==> config.mk <==
export PLATFORM = sky130hd
export DESIGN_NAME = usb_device_port_interrupt_regs
export DESIGN_NICKNAME = d
export VERILOG_FILES = /design/src/pkg/usb_irq_pkg.sv /design/src/core/usb_device_port_interrupt_regs.sv /design/src/core/bus_idle_timer.sv
export SDC_FILE = /design/constraint.sdc
export NUM_CORES = 1
export LEC_CHECK = 0
export BUFFER_PORTS_ARGS = -buffer_cell sky130_fd_sc_hd__buf_4
export CAP_MARGIN = 20
export CORE_MARGIN = 2
export CORE_UTILIZATION = 25
export CTS_CLUSTER_DIAMETER = 120
export DETAILED_ROUTE_END_ITERATION = 6
export GPL_ROUTABILITY_DRIVEN = 0
export PLACE_DENSITY = 0.49
export SLEW_MARGIN = 20
export SYNTH_ARGS = -nofsm -noshare
export SYNTH_HDL_FRONTEND = slang
export SYNTH_SLANG_ARGS = --single-unit
==> constraint.sdc <==
create_clock -name clk_sys -period 2.21 [get_ports clk_sys]
set_input_delay 0.442 -clock clk_sys [delete_from_list [all_inputs] [get_ports clk_sys]]
set_output_delay 0.442 -clock clk_sys [all_outputs]
set_load 0.01 [all_outputs]
==> src/pkg/usb_irq_pkg.sv <==
// Constants, register map and types shared by the USB device port interrupt logic.
package usb_irq_pkg;

  // Register byte offsets.
  localparam logic [7:0] OFS_IRQ_ENABLE_SET   = 8'h10;
  localparam logic [7:0] OFS_IRQ_ENABLE_CLEAR = 8'h14;
  localparam logic [7:0] OFS_IRQ_ENABLE_VIEW  = 8'h18;
  localparam logic [7:0] OFS_IRQ_PENDING_VIEW = 8'h1C;
  localparam logic [7:0] OFS_IRQ_PENDING_CLR  = 8'h20;

  // Field positions shared by all five registers.
  localparam int ENDPOINT_COUNT          = 6;
  localparam int POS_SUSPEND_IRQ         = 8;
  localparam int POS_RESUME_IRQ          = 9;
  localparam int POS_EXTERNAL_RESUME_IRQ = 10;
  localparam int POS_FRAME_START_IRQ     = 11;
  localparam int POS_BUS_RESET_DONE_IRQ  = 12;
  localparam int POS_WAKEUP_IRQ          = 13;

  // Writable enable bits; bit 12 is absent because it cannot be masked.
  localparam logic [31:0] ENABLE_WRITABLE   = 32'h0000_2F3F;
  // Bus-event bits that the pending clear register reaches.
  localparam logic [31:0] PENDING_CLEARABLE = 32'h0000_3F00;
  // Bit 12 of the enable view is hard-wired to one.
  localparam logic [31:0] UNMASKABLE_BITS   = 32'h0000_1000;
  // Reset value of the enable state: resume enabled, bit 12 set.
  localparam logic [31:0] ENABLE_RESET      = 32'h0000_1200;
  localparam logic [31:0] PENDING_RESET     = 32'h0000_0000;
  localparam logic [31:0] READ_ZERO         = 32'h0000_0000;

  // Bus idle time before suspend.
  localparam int CLK_HZ          = 50_000_000;
  localparam int SUSPEND_IDLE_MS = 3;
  localparam int SUSPEND_IDLE_CYCLES = (CLK_HZ / 1000) * SUSPEND_IDLE_MS;
  localparam int IDLE_COUNT_W    = 18;

  typedef enum logic [0:0] {
    LINK_ACTIVE,
    LINK_SUSPENDED
  } link_state_t;

endpackage : usb_irq_pkg

==> src/core/usb_device_port_interrupt_regs.sv <==
// Interrupt enable, mask, status and clear registers of a full-speed USB device port.
//
// Added by the designer: the placing of the registers and the Avalon-MM interface to the registers.
`timescale 1ns/1ps
// What this block does
// - A one written to an endpoint bit of the enable-set register enables that endpoint's interrupt, a zero does nothing.
// - A one written to bit 8, 9, 10, 11 or 13 of the enable-set register enables that bus event, a zero does nothing.
// - A one written to an endpoint bit of the enable-clear register disables that endpoint's interrupt.
// - A one written to a bus-event bit of the enable-clear register disables that event, at the same positions.
// - The enable view reads one for every enabled interrupt and zero for every disabled one.
// - Bit 12 of the enable view always reads one and no disable write touches it.
// - The resume enable bit comes out of reset set.
// - An endpoint pending bit is high while any of that endpoint's five flags is set.
// - An endpoint pending bit stays until its flags are cleared at the endpoint and ignores the pending clear register.
// - After three milliseconds without bus activity the suspend pending bit is set and the port enters suspend.
// - Resume signalling on the port sets the resume pending bit.
// - Every start-of-frame token sets the frame start pending bit.
// - The end of a bus reset sets pending bit 12 and makes endpoint 0 ready for enumeration.
// - The wakeup pending bit is set by resume or reset signalling since its last clear.
// - A one written to a bus-event bit of the pending clear register clears that pending bit, a zero does nothing.
module usb_device_port_interrupt_regs
  import usb_irq_pkg::*;
#(
  parameter logic [IDLE_COUNT_W-1:0] IDLE_CYCLES = IDLE_COUNT_W'(SUSPEND_IDLE_CYCLES)
) (
  // Clock and reset
  input  wire logic        clk_sys,
  input  wire logic        rst_n,
  // Avalon-MM slave
  input  wire logic [7:0]  address,
  input  wire logic        read,
  input  wire logic        write,
  input  wire logic [31:0] writedata,
  input  wire logic [3:0]  byteenable,
  output logic [31:0]      readdata,
  output logic             waitrequest,
  // Endpoint flags, one bit per endpoint
  input  wire logic [5:0]  setup_received_flag,
  input  wire logic [5:0]  rx_bank0_full_flag,
  input  wire logic [5:0]  rx_bank1_full_flag,
  input  wire logic [5:0]  tx_complete_flag,
  input  wire logic [5:0]  stall_acknowledged_flag,
  // Bus events from the serial interface engine
  input  wire logic        bus_activity,
  input  wire logic        resume_signalling,
  input  wire logic        frame_start_token,
  input  wire logic        bus_reset_active,
  // External resume pin
  input  wire logic        external_resume_pin,
  // Status to the processor and the port
  output logic             irq,
  output logic             suspended,
  output logic             endpoint0_ready
);

  typedef struct packed {
    logic [31:0] enable;
    logic [31:0] pending;
    logic [31:0] rdata;
    logic        wait_n;
    logic        wait_req;
    logic        irq;
    link_state_t link;
    logic        susp;
    logic        ep0_ready;
    logic        ext_sync1;
    logic        ext_sync2;
    logic        ext_prev;
    logic        resume_prev;
    logic        reset_prev;
  } regs_state_t;

  regs_state_t s_q;
  regs_state_t s_d;
  logic        idle_expired;

  // Expands the four byte enables to a 32-bit lane mask.
  function automatic logic [31:0] lane_mask(input logic [3:0] be);
    lane_mask = {{8{be[3]}}, {8{be[2]}}, {8{be[1]}}, {8{be[0]}}};
  endfunction

  // Rising edge of a level sampled in consecutive cycles.
  function automatic logic rose(input logic prev, input logic cur);
    rose = cur & ~prev;
  endfunction

  bus_idle_timer #(
    .IDLE_CYCLES (IDLE_CYCLES)
  ) u_idle (
    .clk_sys      (clk_sys),
    .rst_n        (rst_n),
    .bus_activity (bus_activity),
    .idle_expired (idle_expired)
  );

  always_comb begin
    logic [31:0] wmask;
    logic [31:0] enable_view;
    logic [31:0] set_bits;
    logic [31:0] clr_bits;
    logic [5:0]  ep_any;
    logic        commit;
    wmask       = '0;
    enable_view = '0;
    set_bits    = '0;
    clr_bits    = '0;
    ep_any      = '0;
    commit      = 1'b0;
    s_d         = s_q;

    // Synchroniser for the pin; only the second stage feeds logic.
    s_d.ext_sync1   = external_resume_pin;
    s_d.ext_sync2   = s_q.ext_sync1;
    s_d.ext_prev    = s_q.ext_sync2;
    s_d.resume_prev = resume_signalling;
    s_d.reset_prev  = bus_reset_active;

    enable_view = s_q.enable | UNMASKABLE_BITS;
    wmask       = writedata & lane_mask(byteenable);
    commit      = write & s_q.wait_n;

    // Bus slave: the first cycle of a request raises the answer, the next releases it.
    s_d.wait_n = (read | write) & ~s_q.wait_n;
    // Kept as its own flop so that waitrequest leaves the block straight from a register.
    s_d.wait_req = ~s_d.wait_n;
    if (read && !s_q.wait_n) begin
      case (address)
        OFS_IRQ_ENABLE_VIEW: begin
          s_d.rdata = enable_view;
        end
        OFS_IRQ_PENDING_VIEW: begin
          s_d.rdata = s_q.pending;
        end
        default: begin
          s_d.rdata = READ_ZERO;
        end
      endcase
    end

    // Enable set and clear take effect only where a one is written.
    if (commit && address == OFS_IRQ_ENABLE_SET) begin
      s_d.enable = s_q.enable | (wmask & ENABLE_WRITABLE);
    end
    if (commit && address == OFS_IRQ_ENABLE_CLEAR) begin
      s_d.enable = s_q.enable & ~(wmask & ENABLE_WRITABLE);
    end
    s_d.enable = s_d.enable | UNMASKABLE_BITS;

    // Suspend and leaving it.
    case (s_q.link)
      LINK_ACTIVE: begin
        if (idle_expired) begin
          s_d.link = LINK_SUSPENDED;
          set_bits[POS_SUSPEND_IRQ] = 1'b1;
        end
      end
      LINK_SUSPENDED: begin
        if (bus_activity || resume_signalling || bus_reset_active) begin
          s_d.link = LINK_ACTIVE;
        end
      end
      default: begin
        s_d.link = LINK_ACTIVE;
      end
    endcase
    s_d.susp = (s_d.link == LINK_SUSPENDED);

    set_bits[POS_RESUME_IRQ]          = rose(s_q.resume_prev, resume_signalling);
    set_bits[POS_EXTERNAL_RESUME_IRQ] = rose(s_q.ext_prev, s_q.ext_sync2);
    set_bits[POS_FRAME_START_IRQ]     = frame_start_token;
    set_bits[POS_BUS_RESET_DONE_IRQ]  = rose(bus_reset_active, s_q.reset_prev);
    set_bits[POS_WAKEUP_IRQ]          = rose(s_q.resume_prev, resume_signalling)
                                      | rose(s_q.reset_prev, bus_reset_active);

    // Endpoint 0 may take requests once the bus reset is over.
    if (bus_reset_active) begin
      s_d.ep0_ready = 1'b0;
    end else if (set_bits[POS_BUS_RESET_DONE_IRQ]) begin
      s_d.ep0_ready = 1'b1;
    end

    if (commit && address == OFS_IRQ_PENDING_CLR) begin
      clr_bits = wmask & PENDING_CLEARABLE;
    end

    // A new event in the cycle of its clear keeps the bit set.
    s_d.pending = (s_q.pending & ~clr_bits & PENDING_CLEARABLE) | (set_bits & PENDING_CLEARABLE);

    for (int i = 0; i < ENDPOINT_COUNT; i++) begin
      ep_any[i] = setup_received_flag[i] | rx_bank0_full_flag[i] | rx_bank1_full_flag[i]
                | tx_complete_flag[i] | stall_acknowledged_flag[i];
    end
    s_d.pending[ENDPOINT_COUNT-1:0] = ep_any;

    s_d.irq = |(s_d.pending & s_d.enable);
  end

  always_ff @(posedge clk_sys or negedge rst_n) begin
    if (!rst_n) begin
      s_q             <= '0;
      s_q.enable      <= ENABLE_RESET;
      s_q.pending     <= PENDING_RESET;
      s_q.link        <= LINK_ACTIVE;
      s_q.wait_req    <= 1'b1;
    end else begin
      s_q <= s_d;
    end
  end

  assign readdata        = s_q.rdata;
  assign waitrequest     = s_q.wait_req;
  assign irq             = s_q.irq;
  assign suspended       = s_q.susp;
  assign endpoint0_ready = s_q.ep0_ready;

endmodule // usb_device_port_interrupt_regs

==> src/core/bus_idle_timer.sv <==
// Counts idle clock cycles on the USB bus and flags a suspend condition.
`timescale 1ns/1ps
module bus_idle_timer
  import usb_irq_pkg::*;
#(
  parameter logic [IDLE_COUNT_W-1:0] IDLE_CYCLES = IDLE_COUNT_W'(SUSPEND_IDLE_CYCLES)
) (
  // Clock and reset
  input  wire logic clk_sys,
  input  wire logic rst_n,
  // Bus side
  input  wire logic bus_activity,
  // Result
  output logic      idle_expired
);

  typedef struct packed {
    logic [IDLE_COUNT_W-1:0] count;
    logic                    expired;
  } timer_state_t;

  timer_state_t s_q;
  timer_state_t s_d;

  // The count holds at the limit so that the expiry is reported once per idle period.
  always_comb begin
    s_d = s_q;
    s_d.expired = 1'b0;
    if (bus_activity) begin
      s_d.count = '0;
    end else if (s_q.count != IDLE_CYCLES) begin
      s_d.count = s_q.count + IDLE_COUNT_W'(1);
      s_d.expired = (s_q.count == IDLE_CYCLES - IDLE_COUNT_W'(1));
    end
  end

  always_ff @(posedge clk_sys or negedge rst_n) begin
    if (!rst_n) begin
      s_q <= '0;
    end else begin
      s_q <= s_d;
    end
  end

  assign idle_expired = s_q.expired;

endmodule // bus_idle_timer

# After elaboration in Yosys (flattened, before gate mapping)
# Cells that the tools add are included.
# word_totals
out_inout_bits	36
input_bits	83
regBits	106
elab_cells	93
# op_classes
bitwise	47
reduce_logical	10
add_sub_neg	1
n_mux	13
eq_ne	7
# ops
cell	n
two-way mux 32 bit	2
one-hot mux 32 bit (2 select lines)	1
AND 14 x 32 -> 32 bit	1
AND 32 bit	1
== test 8 x 5 -> 1 bit (second input constant)	4
inverter 14 -> 32 bit	1
bitwise OR 32 x 14 -> 32 bit	1
OR reduction 32 bit	1
AND 14 bit	2
bitwise OR 1 bit	26
two-way mux 19 bit	1
adder 18 x 1 -> 18 bit (second input constant)	1
== test 18 bit (second input constant)	1
two-way mux 18 bit	1
!= test 18 bit (second input constant)	1
two-way mux 14 bit	1
inverter 14 bit	1
bitwise OR 14 bit	1
== test 8 x 6 -> 1 bit (second input constant)	1
inverter 1 bit	7
AND 1 bit	6
two-way mux 1 bit	6
logical AND 1 bit	4
nonzero test 2 bit	2
3 further kinds	4

# Depth between registers and ports, before layout
# logic_depth
depth_word	8
ltp_mapped	7
mapped_depth_nobuf	7

# Modules after synthesis
# Synthesis repeated with hierarchy kept, for this count alone.
# unflattened
hier_cells	317
area_unflattened_um2	3269.4
# modules_own_cells
mod	cells_per_inst	area_per_inst_um2	seq_area_each_um2	instances
usb_device_port_interrupt_regs	211	2204.6	1128.6	1
bus_idle_timer	106	1064.8	475.5	1

# Worst setup path before layout
# OpenSTA, ideal clock, no wires.
# synth_path
path_kind	input -> register
start	in address[5]
end	reg s_q (netlist bit irq)
arrival_time_ns	1.860
path_slack_ns	0.210
cell_stages	7
setup_time_ns	0.140
path_buffers	1
required_ns	2.070
path_cell_list	nor4b_4 and4_1 buf_4 nand2_1 mux2_4 a222oi_1 nand4_1
# synth_rtl
element	line	source
from (decl)	usb_device_port_interrupt_regs.sv:30	input wire logic [7:0] address,
to (decl)	usb_device_port_interrupt_regs.sv:73	regs_state_t s_q;

==> results.md <==
- Outcome: finished, final reports clean
- Area of the placeable core: 12100 sq um
- I/O pin count: 119
- Final antenna-violating net count: 0
- First-pass iteration count of the detailed router: 4
- First-pass GRT wire length: 10800 um
- Top post-synthesis cells by area: sky130_fd_sc_hd__dfrtp_1, sky130_fd_sc_hd__buf_4, sky130_fd_sc_hd__nand2_1
- Clock tree from TritonCTS: done
- Combinational share of power: 8.3%
- Proportion of power drawn by flip-flops and latches: 42.0%
- Final wirelength: 6900 um
- Maximum buffer depth of the clock tree: 2
- Cell class contributing the biggest share of worst-path delay: simple AND/OR/NAND/NOR gates
- Overall power consumption: 0.00287 W
- Commonest non-fill, non-tap cells in the layout: sky130_fd_sc_hd__buf_4, sky130_fd_sc_hd__dfrtp_1, sky130_fd_sc_hd__nand2_1
- FILL cells: 1248
- Final setup fails: 0
- Average detailed-routed wire length per instance: 12.2 um
- Share of total power consumed by net switching: 22.7%
- Total power density per cell area: 690 nW/um^2
- Cells traversed along the worst timing path: nor4b_4 > buf_4 > nand4_1 > mux2_4 > a21boi_4 > a2111oi_4 > buf_4 > nand4_1
- Arrival time of the worst setup path: 2.31 ns
- Share of layout cells above drive strength 1: 31.7%
- Total via count after detailed routing: 2368
- Maximum vdd drop: 0.442 mV
- Share of the synthesized area in the top cell type: 50.0%
- Gate count of the mapped netlist: 309
- Cell area after layout: 4160 sq um
- Required time of the critical path: 2.39 ns
- Endpoint kind of the worst setup timing path: register
- Floorplan die width: 115 um
- Count of pins over their slew limit: 0
- Diodes inserted: 0
- DRC violation total after the first TritonRoute iteration: 106
- Largest net degree at the start of global routing: 65
- Non-Filler Instances: 565
- Site Rows: 40
- Distinct cell type count of the synthesized netlist: 40
- Detail Placement HPWL: 5090 um
- Warnings, synthesis: 0
- Post-Syn Area per Cell: 10.0 sq um
- Slowest CP cell: sky130_fd_sc_hd__dfrtp_1
- Die boundary height: 115 um
- Crit-path max cell delay: 0.35 ns
- Cell area after synthesis: 3100 sq um
- Tightest slew margin relative to the limit: 45.5%
- Count of max-cap constraint violations: 0
- Starting density of the core: 25.7%
- Post-placement cell count: 548
- Clock-pin slew reported for the worst setup and hold paths after clock tree synthesis: 0.06 ns
- Via count of the first global-routing pass: 2291
- Cell area after placement: 3800 sq um
- Slew at the pin closest to its max-slew limit: 0.817 ns
- Initial antenna violation count: 0
- Setup repair after global routing missed its margin: yes
- Aggregate negative setup slack: 0 ns
- Internal Dissipation: 0.00222 W
- Count of nets after finishing: 477
- H-tree depth: 3
- Average vias per placed instance: 4.19
- FFs w/ async S/R, synth: 100%
- Number of clock sinks: 64
- Buffers added on ports: 76
- Most common cell after layout, fill and taps aside: sky130_fd_sc_hd__buf_4
- Combined area of the multi-input logic cells: 1310 sq um
- Type of the most critical hold path: in -> async
- FF/Latch Area: 1600 sq um
- Share of synthesized area occupied by flip-flops and latches: 51.7%
- Hold violation total from the final report: 0
- Number of buffers inserted during clock tree synthesis: 9
- Crit start category: register
- Overflow after GRT: 0
- Primary flip-flop cell chosen by synthesis mapping: sky130_fd_sc_hd__dfrtp_1
- Synth-to-Final Area Change: 34.1%
- Achievable clock frequency: 470 MHz
- Static Leakage: 1.91 nW
- Top cell type by total area after synthesis: sky130_fd_sc_hd__dfrtp_1
- Classification of the worst setup path: reg -> reg
- Root buf cell: sky130_fd_sc_hd__clkbuf_16
- Crit path buf inv count: 2
- DRC Markers: 0
- Latest clock arrival within the worst-skew pair: 0.33 ns
- Global routing usage summed across all routing layers: 10.4%
- Final critical-path share of the clock period: 96.2%
- Largest fanout of any net on the critical path: 4
- EDFF count, synth: 0
- Minimum hold slack: 0.203 ns
- Crit path time final: 2.13 ns
- Psw: 0.000653 W
- Clk pwr share: 49.7%
- Layout Skew: 0.00777 ns
- Synth Register Bits: 64
- Die footprint: 13300 sq um
==> synth_stat cells, types with 2 or more instances <==
cell / instances
sky130_fd_sc_hd__dfrtp_1: 62
sky130_fd_sc_hd__nand2_1: 44
sky130_fd_sc_hd__buf_4: 33
sky130_fd_sc_hd__nor2_1: 30
sky130_fd_sc_hd__o21ai_0: 26
sky130_fd_sc_hd__mux2i_1: 12
sky130_fd_sc_hd__inv_1: 11
sky130_fd_sc_hd__xor2_1: 11
sky130_fd_sc_hd__nor3_1: 9
sky130_fd_sc_hd__nand3_1: 8
sky130_fd_sc_hd__nand4_1: 7
sky130_fd_sc_hd__clkbuf_1: 5
sky130_fd_sc_hd__mux2_2: 5
sky130_fd_sc_hd__or3_1: 4
sky130_fd_sc_hd__a21oi_1: 3
sky130_fd_sc_hd__a22oi_1: 3
sky130_fd_sc_hd__and4_1: 3
sky130_fd_sc_hd__xnor2_1: 3
sky130_fd_sc_hd__and2_1: 2
sky130_fd_sc_hd__dfstp_2: 2
sky130_fd_sc_hd__ha_1: 2
sky130_fd_sc_hd__mux2_4: 2
sky130_fd_sc_hd__nand2b_1: 2
sky130_fd_sc_hd__nand4b_1: 2
sky130_fd_sc_hd__nor4b_4: 2
sky130_fd_sc_hd__o31ai_1: 2
==> power by group through the flow <==
| stage | Combinational (W) | Sequential, W | Clock [W] |
|---|---|---|---|
| 2_1_floorplan | 0.000113 | 0.00123 | 0 |
| 3_3_place_gp | 0.000236 | 0.00123 | 0 |
| 3_5_place_dp | 0.000238 | 0.00123 | 0 |
| 4_1_cts | 0.000240 | 0.00121 | 0.00146 |
| 5_1_grt | 0.000265 | 0.00121 | 0.00152 |
| 6_report | 0.000239 | 0.00121 | 0.00143 |
==> stage by stage <==
stage                     util, %  setup WS, ns
after CTS                    34.1        0.0205
final                        34.5        0.0831
after global placement       31.5        -0.524
after floorplan                 -         0.210
after global routing         34.5       -0.0648
after detailed placement     31.5        -0.530
==> cells by family after synthesis <==
group	Yosys count	synth area share, %
mux	19	6.66
buf+inv	50	10.0
fa+ha+maj	2	0.807
compound gates	40	7.58
simple gates	119	19.1
xor+xnor	14	3.95
flops	64	51.7
other cells	1	0.121
==> sequential cells by signal, indices dropped and copies added, names as in the netlist <==
| signal | count |
|---|---|
| s_q | 27 |
| u_idle.s_q | 18 |
| readdata | 12 |
| s_d | 2 |
| endpoint0_ready | 1 |
| irq | 1 |
| suspended | 1 |
| u_idle.idle_expired | 1 |
| waitrequest | 1 |
==> what timing repair did <==
item | in CTS | in global routing
hold buffers | 0 | 0
resized for setup | 4 | 12
pin swaps | 1 | 2
setup endpoints to repair | 1 | 1
setup buffers | 0 | 1
==> final timing paths <==
path / startpoint / end / slack, ns / depth (start not counted)
min in group clk_sys: external_resume_pin / s_d[3]$_DFF_PN0_ / 0.23 / 1
setup / recovery: s_q[10]$_DFF_PN0_ / irq$_DFF_PN0_ / 0.08 / 8
hold reg to reg: s_d[3]$_DFF_PN0_ / s_d[2]$_DFF_PN0_ / 0.34 / 0
max in group asynchronous: rst_n / readdata[4]$_DFFE_PN0P_ / 1.46 / 1
setup reg to reg: s_q[10]$_DFF_PN0_ / irq$_DFF_PN0_ / 0.08 / 8
hold / removal: rst_n / readdata[11]$_DFFE_PN0P_ / 0.20 / 1
==> cell type report <==
| type | count | area share [%] |
|---|---|---|
| clock buffer | 10 | 5.75 |
| sequential | 64 | 38.6 |
| clock inverter | 6 | 1.62 |
| multi-input combinational | 214 | 31.4 |
| inverter | 11 | 0.993 |
| timing repair buffer | 92 | 16.6 |
| tap | 168 | 5.05 |
==> metal layers <==
| layer | part of all wire (%) | vias up | GRT usage, % |
|---|---|---|---|
| met3 | 6.8 | 5 | 3.11 |
| met4 | 0.67 | 0 | 3.37 |
| li1 | - | 1172 | - |
| met1 | 43 | 1122 | 12.6 |
| met5 | 0 | - | 0 |
| met2 | 50 | 69 | 17.7 |
(Power assumes the default switching activity.)
